===== src/common/recl_pkg.sv =====
package recl_pkg;

  // Register byte offsets
  localparam logic [7:0]  RECL_OFS_RESP_ADDR  = 8'h00;
  localparam logic [7:0]  RECL_OFS_SUMMARY    = 8'h04;
  localparam logic [7:0]  RECL_OFS_IRQ_MASK   = 8'h08;
  localparam int          RECL_PADDR_W        = 8;

  // Responder error address register layout
  localparam int          RECL_LEN_LSB        = 30;
  localparam int          RECL_LEN_W          = 2;
  localparam int          RECL_ADDR_LSB       = 0;
  localparam int          RECL_ADDR_W         = 30;

  // Module error summary register layout
  localparam int          RECL_BIT_CABLE_OK   = 31;
  localparam int          RECL_ID_LSB         = 20;
  localparam int          RECL_ID_W           = 6;
  localparam int          RECL_CMD_LSB        = 16;
  localparam int          RECL_CMD_W          = 4;
  localparam int          RECL_BIT_MULTI      = 14;
  localparam int          RECL_BIT_PMR_CORR   = 13;
  localparam int          RECL_BIT_PMR_UNCORR = 12;
  localparam int          RECL_BIT_INTERNAL   = 7;
  localparam int          RECL_BIT_IOWR_FAIL  = 6;
  localparam int          RECL_BIT_SUPPLY_LOW = 5;
  localparam int          RECL_BIT_RD_PARITY  = 0;

  // Index of each sticky error in the event vector
  localparam int          RECL_EV_RD_PARITY   = 0;
  localparam int          RECL_EV_IOWR_FAIL   = 1;
  localparam int          RECL_EV_INTERNAL    = 2;
  localparam int          RECL_EV_PMR_UNCORR  = 3;
  localparam int          RECL_EV_PMR_CORR    = 4;
  localparam int          RECL_EV_NUM         = 5;

  // Bits that may raise the interrupt; the mask register keeps only these
  localparam logic [31:0] RECL_IRQ_BITS       = 32'h0000_70c1;

  // Values after reset
  localparam logic [4:0]  RECL_RST_STICKY     = 5'h00;
  localparam logic [31:0] RECL_RST_MASK       = 32'h0000_0000;
  localparam logic        RECL_RST_FLAG       = 1'h0;
  localparam logic [31:0] RECL_RST_RDATA      = 32'h0000_0000;

endpackage : recl_pkg


===== src/core/recl_sync.sv =====
`timescale 1ns/10ps
module recl_sync #(
  parameter int W = 1
) (
  // Clock and reset
  input  wire logic         clk_sys,
  input  wire logic         nrst,
  // Asynchronous levels in, synchronised levels out
  input  wire logic [W-1:0] asyncIn,
  output logic      [W-1:0] syncOut
);
  logic [W-1:0] meta_q;

  if (W < 1) begin : g_bad_width
    $error("recl_sync: width must be at least 1");
  end

  always_ff @(posedge clk_sys or negedge nrst) begin
    if (!nrst) begin
      meta_q  <= '0;
      syncOut <= '0;
    end else begin
      meta_q  <= asyncIn;
      syncOut <= meta_q;
    end
  end

endmodule : recl_sync


===== src/core/recl_capture_field.sv =====
`timescale 1ns/10ps
module recl_capture_field #(
  parameter int W = 1
) (
  // Clock and reset
  input  wire logic         clk_sys,
  input  wire logic         nrst,
  // Capture control
  input  wire logic         load,
  input  wire logic         locked,
  // Data
  input  wire logic [W-1:0] d,
  output logic      [W-1:0] q
);
  logic [W-1:0] field_q;
  logic [W-1:0] field_d;

  if (W < 1) begin : g_bad_width
    $error("recl_capture_field: width must be at least 1");
  end

  // A held value survives later accepts until the lock drops
  assign field_d = (load && !locked) ? d : field_q;
  assign q       = field_q;

  always_ff @(posedge clk_sys or negedge nrst) begin
    if (!nrst) begin
      field_q <= '0;
    end else begin
      field_q <= field_d;
    end
  end

endmodule : recl_capture_field


===== src/core/recl_error_log.sv =====
// Design decisions made here: the placing of the registers and the APB register port.
`timescale 1ns/10ps
module recl_error_log
  import recl_pkg::*;
(
  // Clock and reset
  input  wire logic                    clk_sys,
  input  wire logic                    nrst,
  // APB slave
  input  wire logic                    psel,
  input  wire logic                    penable,
  input  wire logic                    pwrite,
  input  wire logic [RECL_PADDR_W-1:0] paddr,
  input  wire logic [31:0]             pwdata,
  output logic      [31:0]             prdata,
  output logic                         pready,
  output logic                         pslverr,
  // Responder side of the system bus
  input  wire logic                    caAccept,
  input  wire logic [31:0]             caData,
  input  wire logic [RECL_ID_W-1:0]    caNodeId,
  input  wire logic [RECL_CMD_W-1:0]   caCommand,
  // Error sources
  input  wire logic [RECL_EV_NUM-1:0]  errEvent,
  input  wire logic                    wseErr,
  input  wire logic                    ridnakErr,
  // Pins
  input  wire logic                    supplyLowPin,
  input  wire logic                    cablesOkPin,
  input  wire logic                    remotePoweredPin,
  // Interrupt
  output logic                         irq
);

  logic [RECL_LEN_W-1:0]  failLength;
  logic [RECL_ADDR_W-1:0] failAddress;
  logic [RECL_ID_W-1:0]   failNodeId;
  logic [RECL_CMD_W-1:0]  failCommand;
  logic [2:0]             pinSync;
  logic                   supplyLow;
  logic                   cablesOk;
  logic                   remotePowered;
  logic [4:0]             sticky_q;
  logic [4:0]             sticky_d;
  logic                   multi_q;
  logic                   multi_d;
  logic                   wsePrev_q;
  logic                   ridnakPrev_q;
  logic                   cableOk_q;
  logic                   cableOk_d;
  logic                   initDone_q;
  logic [1:0]             initWait_q;
  logic [31:0]            mask_q;
  logic [31:0]            mask_d;
  logic [31:0]            rdata_q;
  logic [31:0]            rdata_d;
  logic                   lockActive;
  logic                   pendingBefore;
  logic                   newError;
  logic                   cableFault;
  logic                   setupPhase;
  logic                   wrAccess;
  logic                   selAddr;
  logic                   selSummary;
  logic                   selMask;
  logic                   mapped;
  logic [31:0]            addrWord;
  logic [31:0]            summaryWord;
  logic [4:0]             stickyClear;
  logic                   multiClear;

  recl_sync #(
    .W (3)
  ) u_pin_sync (
    .clk_sys (clk_sys),
    .nrst    (nrst),
    .asyncIn ({supplyLowPin, cablesOkPin, remotePoweredPin}),
    .syncOut (pinSync)
  );

  assign supplyLow     = pinSync[2];
  assign cablesOk      = pinSync[1];
  assign remotePowered = pinSync[0];

  // Lock sources; an errEvent in the accept cycle itself still lets that accept capture, a wseErr or ridnakErr there blocks it
  assign lockActive    = (|sticky_q) || wseErr || ridnakErr;
  assign pendingBefore = (|sticky_q) || wsePrev_q || ridnakPrev_q;
  // Supply-low and cable fault are not counted among the errors
  assign newError      = (|errEvent) || (wseErr && !wsePrev_q) ||
                         (ridnakErr && !ridnakPrev_q);

  recl_capture_field #(
    .W (RECL_LEN_W)
  ) u_len (
    .clk_sys (clk_sys),
    .nrst    (nrst),
    .load    (caAccept),
    .locked  (lockActive),
    .d       (caData[RECL_LEN_LSB +: RECL_LEN_W]),
    .q       (failLength)
  );

  recl_capture_field #(
    .W (RECL_ADDR_W)
  ) u_addr (
    .clk_sys (clk_sys),
    .nrst    (nrst),
    .load    (caAccept),
    .locked  (lockActive),
    .d       (caData[RECL_ADDR_LSB +: RECL_ADDR_W]),
    .q       (failAddress)
  );

  recl_capture_field #(
    .W (RECL_ID_W)
  ) u_id (
    .clk_sys (clk_sys),
    .nrst    (nrst),
    .load    (caAccept),
    .locked  (lockActive),
    .d       (caNodeId),
    .q       (failNodeId)
  );

  recl_capture_field #(
    .W (RECL_CMD_W)
  ) u_cmd (
    .clk_sys (clk_sys),
    .nrst    (nrst),
    .load    (caAccept),
    .locked  (lockActive),
    .d       (caCommand),
    .q       (failCommand)
  );

  // APB decode; the slave answers in the first access cycle
  assign setupPhase = psel && !penable;
  assign wrAccess   = psel && penable && pwrite;
  assign selAddr    = (paddr == RECL_OFS_RESP_ADDR);
  assign selSummary = (paddr == RECL_OFS_SUMMARY);
  assign selMask    = (paddr == RECL_OFS_IRQ_MASK);
  assign mapped     = selAddr || selSummary || selMask;
  assign pready     = psel && penable;
  assign pslverr    = psel && penable && !mapped;

  // Write one to clear; an event in the same cycle wins
  assign stickyClear = (wrAccess && selSummary) ?
                       {pwdata[RECL_BIT_PMR_CORR], pwdata[RECL_BIT_PMR_UNCORR], pwdata[RECL_BIT_INTERNAL],
                        pwdata[RECL_BIT_IOWR_FAIL], pwdata[RECL_BIT_RD_PARITY]} : 5'h00;
  assign multiClear  = wrAccess && selSummary && pwdata[RECL_BIT_MULTI];
  assign sticky_d    = (sticky_q & ~stickyClear) | errEvent;
  assign multi_d     = (newError && pendingBefore) || (multi_q && !multiClear);

  // Cable state is sampled on each of the three init cycles, the last sample kept, then only a powered-but-unwired case clears it
  // Init lasts until the pin synchroniser holds real levels, not its reset zeros
  assign cableFault = remotePowered && !cablesOk;
  assign cableOk_d  = !initDone_q ? (cablesOk && remotePowered) :
                      (cableFault ? 1'b0 : cableOk_q);

  assign mask_d = (wrAccess && selMask) ? (pwdata & RECL_IRQ_BITS) : mask_q;

  assign addrWord = {failLength, failAddress};
  // Reserved fields are tied to zero here, so writes cannot reach them
  assign summaryWord = {cableOk_q, 5'h00, failNodeId, failCommand, 1'b0,
                        multi_q, sticky_q[RECL_EV_PMR_CORR], sticky_q[RECL_EV_PMR_UNCORR], 4'h0,
                        sticky_q[RECL_EV_INTERNAL], sticky_q[RECL_EV_IOWR_FAIL], supplyLow, 4'h0,
                        sticky_q[RECL_EV_RD_PARITY]};
  assign rdata_d = !setupPhase ? rdata_q :
                   selAddr     ? addrWord :
                   selSummary  ? summaryWord :
                   selMask     ? mask_q : RECL_RST_RDATA;
  assign prdata  = rdata_q;
  assign irq     = |(summaryWord & mask_q);

  always_ff @(posedge clk_sys or negedge nrst) begin
    if (!nrst) begin
      sticky_q     <= RECL_RST_STICKY;
      multi_q      <= RECL_RST_FLAG;
      wsePrev_q    <= RECL_RST_FLAG;
      ridnakPrev_q <= RECL_RST_FLAG;
      cableOk_q    <= RECL_RST_FLAG;
      initDone_q   <= RECL_RST_FLAG;
      initWait_q   <= {2{RECL_RST_FLAG}};
      mask_q       <= RECL_RST_MASK;
      rdata_q      <= RECL_RST_RDATA;
    end else begin
      sticky_q     <= sticky_d;
      multi_q      <= multi_d;
      wsePrev_q    <= wseErr;
      ridnakPrev_q <= ridnakErr;
      cableOk_q    <= cableOk_d;
      initWait_q   <= {initWait_q[0], 1'b1};
      initDone_q   <= initWait_q[1];
      mask_q       <= mask_d;
      rdata_q      <= rdata_d;
    end
  end
endmodule : recl_error_log


===== config.mk =====
export PLATFORM = sky130hd
export DESIGN_NAME = recl_error_log
export DESIGN_NICKNAME = d
export VERILOG_FILES = /design/src/common/recl_pkg.sv /design/src/core/recl_sync.sv /design/src/core/recl_capture_field.sv /design/src/core/recl_error_log.sv
export SDC_FILE = /design/constraint.sdc
export NUM_CORES = 1
export LEC_CHECK = 0
export ABC_AREA = 1
export BUFFER_PORTS_ARGS = -buffer_cell sky130_fd_sc_hd__buf_2
export CORE_ASPECT_RATIO = 1.1
export CORE_MARGIN = 4
export CORE_UTILIZATION = 35
export CTS_CLUSTER_DIAMETER = 50
export DETAILED_ROUTE_END_ITERATION = 6
export PLACE_DENSITY = 0.68
export SLEW_MARGIN = 5
export SYNTH_ARGS = -nofsm -noshare
export SYNTH_HDL_FRONTEND = slang
export SYNTH_HIERARCHICAL = 1
export SYNTH_SLANG_ARGS = --single-unit
export TNS_END_PERCENT = 5

===== constraint.sdc =====
create_clock -name clk_sys -period 4 [get_ports clk_sys]
set_clock_uncertainty 0.2 [all_clocks]
set_input_delay 0.4 -clock clk_sys [delete_from_list [all_inputs] [get_ports clk_sys]]
set_output_delay 0.4 -clock clk_sys [all_outputs]
set_load 0.02 [all_outputs]

Yosys cells after proc, flatten, opt, wreduce, memory -nomap -nowiden
Index checks and enable logic that the tools add are counted.
{"block": "word_totals", "wordCells": 62, "inputBits": 98, "reg_bits": 98}
{"block": "classes", "bitwise": 4, "eq_ne": 3, "reduce_logical": 34, "mux": 6}
{"cell": "two-way mux 32 bit", "n": 2}
{"cell": "AND 32 x 15 -> 32 bit", "n": 1}
{"cell": "OR reduction 32 bit", "n": 1}
{"cell": "two-way mux 15 bit", "n": 1}
{"cell": "logical AND 1 bit", "n": 14}
{"cell": "OR reduction 5 bit", "n": 2}
{"cell": "logical OR 1 bit", "n": 9}
{"cell": "equality test 8 x 3 -> 1 bit, second input constant", "n": 1}
{"cell": "equality test 8 x 4 -> 1 bit, second input constant", "n": 1}
{"cell": "logical NOT 8 bit", "n": 1}
{"cell": "logical NOT 1 bit", "n": 7}
{"cell": "AND 5 bit", "n": 1}
{"cell": "two-way mux 5 bit", "n": 1}
{"cell": "inverter 5 bit", "n": 1}
{"cell": "bitwise OR 5 bit", "n": 1}
{"cell": "two-way mux 1 bit", "n": 2}
{"cell": "inequality test 2 x 1 -> 1 bit, second input constant", "n": 1}

Longest topological paths before layout
{"block": "logic_depth", "depth_word": 7, "mapped_depth": 10, "depth_no_buf": 9}

Cells and area by module
Netlist, hierarchy kept.
{"mod": "recl_error_log", "instances": 1, "cells_per_inst": 320, "seq_area_each_um2": 1251.2, "area_per_inst_um2": 2482.4}
{"mod": "recl_capture_field at u_addr", "instances": 1, "cells_per_inst": 131, "seq_area_each_um2": 750.7, "area_per_inst_um2": 1178.6}
{"mod": "recl_capture_field at u_id", "instances": 1, "cells_per_inst": 26, "seq_area_each_um2": 150.1, "area_per_inst_um2": 235.2}
{"mod": "recl_capture_field at u_cmd", "instances": 1, "cells_per_inst": 18, "seq_area_each_um2": 100.1, "area_per_inst_um2": 160.2}
{"mod": "recl_sync", "instances": 1, "cells_per_inst": 6, "seq_area_each_um2": 150.1, "area_per_inst_um2": 150.1}
{"mod": "recl_capture_field at u_len", "instances": 1, "cells_per_inst": 10, "seq_area_each_um2": 50.0, "area_per_inst_um2": 85.1}

Least setup slack after synthesis
No wires, ideal clock.
{"block": "synth_timing", "path_kind": "input to output", "startpoint": "in paddr[7]", "endpoint": "out pslverr", "arrival_ps": 1274, "t_required_ps": 3400, "path_slack_ps": 2126, "path_stages": 6, "n_path_buf": 0, "cell_sequence": "nor2_1 > nand2_2 > nor2_4 > inv_1 > nand2_1 > nor3_1"}
{"block": "synth_between", "elab_chain_len": 5, "word_cells_on_any_way": 7}
{"item": "start, declared", "line_no": "recl_error_log.sv:13", "source": "input wire logic [RECL_PADDR_W-1:0] paddr,"}
{"item": "equality test 8 x 3 -> 1 bit / logical NOT 8 bit (equally long branches)", "line_no": "recl_error_log.sv:140, recl_error_log.sv:139"}
{"item": "logical OR 1 bit", "line_no": "recl_error_log.sv:142", "source": "assign mapped = selAddr || selSummary || selMask;"}
{"item": "logical OR 1 bit *", "line_no": "recl_error_log.sv:142"}
{"item": "logical NOT 1 bit *", "line_no": "recl_error_log.sv:144", "source": "assign pslverr = psel && penable && !mapped;"}
{"item": "logical AND 1 bit *", "line_no": "recl_error_log.sv:144"}
{"item": "end, declared", "line_no": "recl_error_log.sv:17", "source": "output logic pslverr,"}
Every way passes the cells marked *; elsewhere a longest branch is shown, timed or not.

Worst setup path after layout
{"block": "layout_timing", "startpoint": "in wseErr", "endpoint": "reg u_addr.field_q[10] (netlist: u_addr/q[10])"}
{"block": "layout_between", "elab_chain_len": 4}
{"item": "start, declared", "line_no": "recl_error_log.sv:25", "source": "input wire logic wseErr,"}
{"item": "logical OR 1 bit (2 in a row)", "line_no": "recl_error_log.sv:86", "source": "assign lockActive = (|sticky_q) || wseErr || ridnakErr;"}
{"item": "via lockActive", "line_no": "recl_error_log.sv:57", "source": "logic lockActive;"}
{"item": "logical NOT 1 bit", "line_no": "recl_capture_field.sv:23", "source": "assign field_d = (load && !locked) ? d : field_q;"}
{"item": "logical AND 1 bit", "line_no": "recl_capture_field.sv:23"}
{"item": "end signal, assigned", "line_no": "recl_capture_field.sv:30", "source": "field_q <= field_d;"}
{"item": "end, declared", "line_no": "recl_capture_field.sv:15", "source": "logic [W-1:0] field_q;"}
The timed path passes the listed nets, and every way through them passes these cells.
A chain may end at the register's enable or synchronous reset.

==> flow_summary.toml <==
[status]
status = "finished, final reports clean"

[power]
leakagePower_nw = 3.13
vdd_drop_max_mv = 0.177
pwr-share-clk = 0.443
p_sw_frac = 0.222
power_mw = 2.01
p_per_area_nw_per_um2 = 378
combPwrFrac = 0.057
p_seq_frac = 0.500
power.internal_mw = 1.56
power.switching_uw = 444

[critical_path]
path_cells = "dlygate4sd3_1 -> buf_2 -> nor2_1 -> nand4_1 -> inv_1 -> buf_4 -> nand2_1 -> nand2_1 -> nand2_1"
critical_path.slowest_cell = "nand2_1"
worstPathMaxFanout = 31
arrival_ps = 3000
crit_buf_inv = 4
slowest_delay_ps = 740
start_kind = "input pin"
critPathTopFamily = "simple AND/OR/NAND/NOR gates"
cp-end-kind = "register"
crit_path_frequent_cell = "nand2_1"
path_class = "in -> reg"
crit_required_ps = 4020

[clock_network]
cts_root_buf = "clkbuf_16"
clk_pin_slew_ps = 70
cts_tree = "done"
cts_buffers = 9
cts_resized = 0
h-tree-depth = 3
clkSinkCount = 98
clockBufferDepth = 2
insertion_delay_ps = 330

[layout]
final_nets = 716
layout_commonest_cell = "nand2_1"
diodes = 0
final_cell_mix = "nand2_1 (228), buf_2 (105), dfrtp_1 (98)"
multi_input_area_sq_um = 1580
seq_area_sq_um = 2450
drive_gt1_frac = 0.238
final_util = 0.440
fill_cells = 1192
syn_to_final_growth_pct = 23.5

[floorplanning]
core_sq_um = 12000
row_count = 42
initial_utilization = 0.357
die_y_um = 124
die_area_sq_um = 14100
die_x_um = 114
pin_count = 133

[logic_synthesis]
syn_area_per_cell_sq_um = 8.40
ys_types = 25
synth_cells = 511
synth_warnings = 6
synth-seq-cells = 98
synth_area_sq_um = 4290
seq_area_frac_synth = 0.571
syn-num-nets = 609

[drt]
drtAntennaViolNets = 0
num_vias = 3705
wl_um = 10800
drc = 0
first_pass_iters = 4
vias_per_cell = 4.77
post_drt_wl_per_cell_um = 13.9
drtIter0Drc = 251

[timing]
rsz0062_at_grt = "no"
hold_violations = 0
fmax_mhz = 335
fin_setup_tns_ps = 0
layout_setup_ws_ps = 1010
slew_viol_final = 0
setup_violations = 0
worst_hold_slack_ps = 62.0
finalCritPeriodShare = 0.747
min_period_ps = 2990
slew_headroom = 0.270
worst_pin_slew_ps = 1090

[place]
place_ws_ps = 1190
portBuffers = 106
gp_congestion = 0.780
dp_hpwl_um = 7500

[global_routing]
grt_pass1_wl_um = 17800
grt_usage = 0.160
antenna_found_initial = 0
grt_max_degree = 62
grt_pass1_vias = 3750
overflow = 0

[flow_run]
cap_violations = 0

[min_path]
hold_class = "in -> reg"
[cell usage after synthesis]
master / number / area [sq um]
buf_2: 14 / 70.1
nand3_1: 88 / 440
nand4_1: 1 / 6.26
nor3_4: 1 / 16.3
clkbuf_1: 2 / 7.51
o22ai_1: 1 / 6.26
nor3_1: 3 / 15.0
nand2_2: 10 / 62.6
a21oi_1: 10 / 50.1
nand2_1: 228 / 856
inv_1: 28 / 105
a22o_1: 2 / 17.5
inv_2: 3 / 11.3
nor2_1: 6 / 22.5
dfrtp_1: 98 / 2450
buf_12: 1 / 20.0
buf_6: 1 / 11.3
inv_6: 1 / 8.76
o21ai_0: 3 / 15.0
nor2_2: 1 / 6.26
buf_4: 3 / 22.5
nor2_8: 1 / 20.0
nor2_4: 2 / 22.5
conb_1: 1 / 3.75
nand2_4: 2 / 22.5
[metrics by stage]
stage / cell area (sq um) / cells
2_1_floorplan: 4290 / 511
3_3_place_gp: 4920 / 755
3_5_place_dp: 4920 / 755
4_1_cts: 5300 / 777
5_1_grt: 5300 / 777
6_report: 5300 / 777
[metal layers]
metal	global-route usage	wire, um	part of all wire	vias up
met5	0	0	0	-
met4	0.0503	135	0.013	0
met3	0.0360	650	0.060	11
met2	0.265	5130	0.48	108
met1	0.208	4870	0.45	1760
li1	-	-	-	1826
[cell families (layout without fill, tap and decap cells)]
kind of cell           after synthesis  count (layout)  share of synthesized area
AND/OR/NAND/NOR                    343             343                      0.347
flip-flops                          98              98                      0.571
buffers and inverters               53             165                     0.0598
AO/OA/AOI/OAI                       16              16                     0.0207
other                                1               1                   0.000874
[repair_timing]
item | 4_1_cts | 5_1_grt
hold buffers | 6 | 0
setup buffers | 0 | 0
endpoints found under the hold margin | 64 | 0
[tightest hold or removal path: cells and delay by family]
kind / cells / cell delay [ps]
buffers and inverters: 2 / 110
and+or+nand+nor: 1 / 50
[layout make-up]
cell class,count,share of cell area
Clock buffer,11,0.0477
Clock inverter,5,0.0118
Inverter,32,0.0236
Multi-Input combinational cell,360,0.299
Sequential cell,98,0.463
Tap cell,154,0.0364
Timing Repair Buffer,117,0.119
[final timing paths]
check / end / depth (start not counted) / slack (ps) / from
max: u_addr/q[10] / 9 / 1010 / wseErr
min in group asynchronous: prdata[22] / 2 / 470 / nrst
min: sticky_q[0] / 3 / 60 / errEvent[0]
max in group asynchronous: prdata[15] / 3 / 2310 / nrst
min reg2reg: initDone_q / 0 / 150 / initWait_q[1]
max reg2reg: u_addr/q[10] / 7 / 1150 / sticky_q[2]
[power by group through the flow]
stage          registers (mW)  logic, mW  clock network (mW)
2_1_floorplan            1.02     0.0394                   0
3_3_place_gp             1.02      0.112                   0
3_5_place_dp             1.02      0.114                   0
4_1_cts                  1.00      0.118               0.913
5_1_grt                  1.00      0.130               0.954
6_report                 1.00      0.115               0.888
[flip-flops by register name (all words and copies together) (netlist names), 3 cells and up]
name                flops
u_addr/q               30
u_pin_sync/syncOut      3
sticky_q                5
u_id/q                  6
prdata                 32
u_cmd/q                 4
u_pin_sync/meta_q       3
mask_q                  6
(Power assumes the default switching activity.)
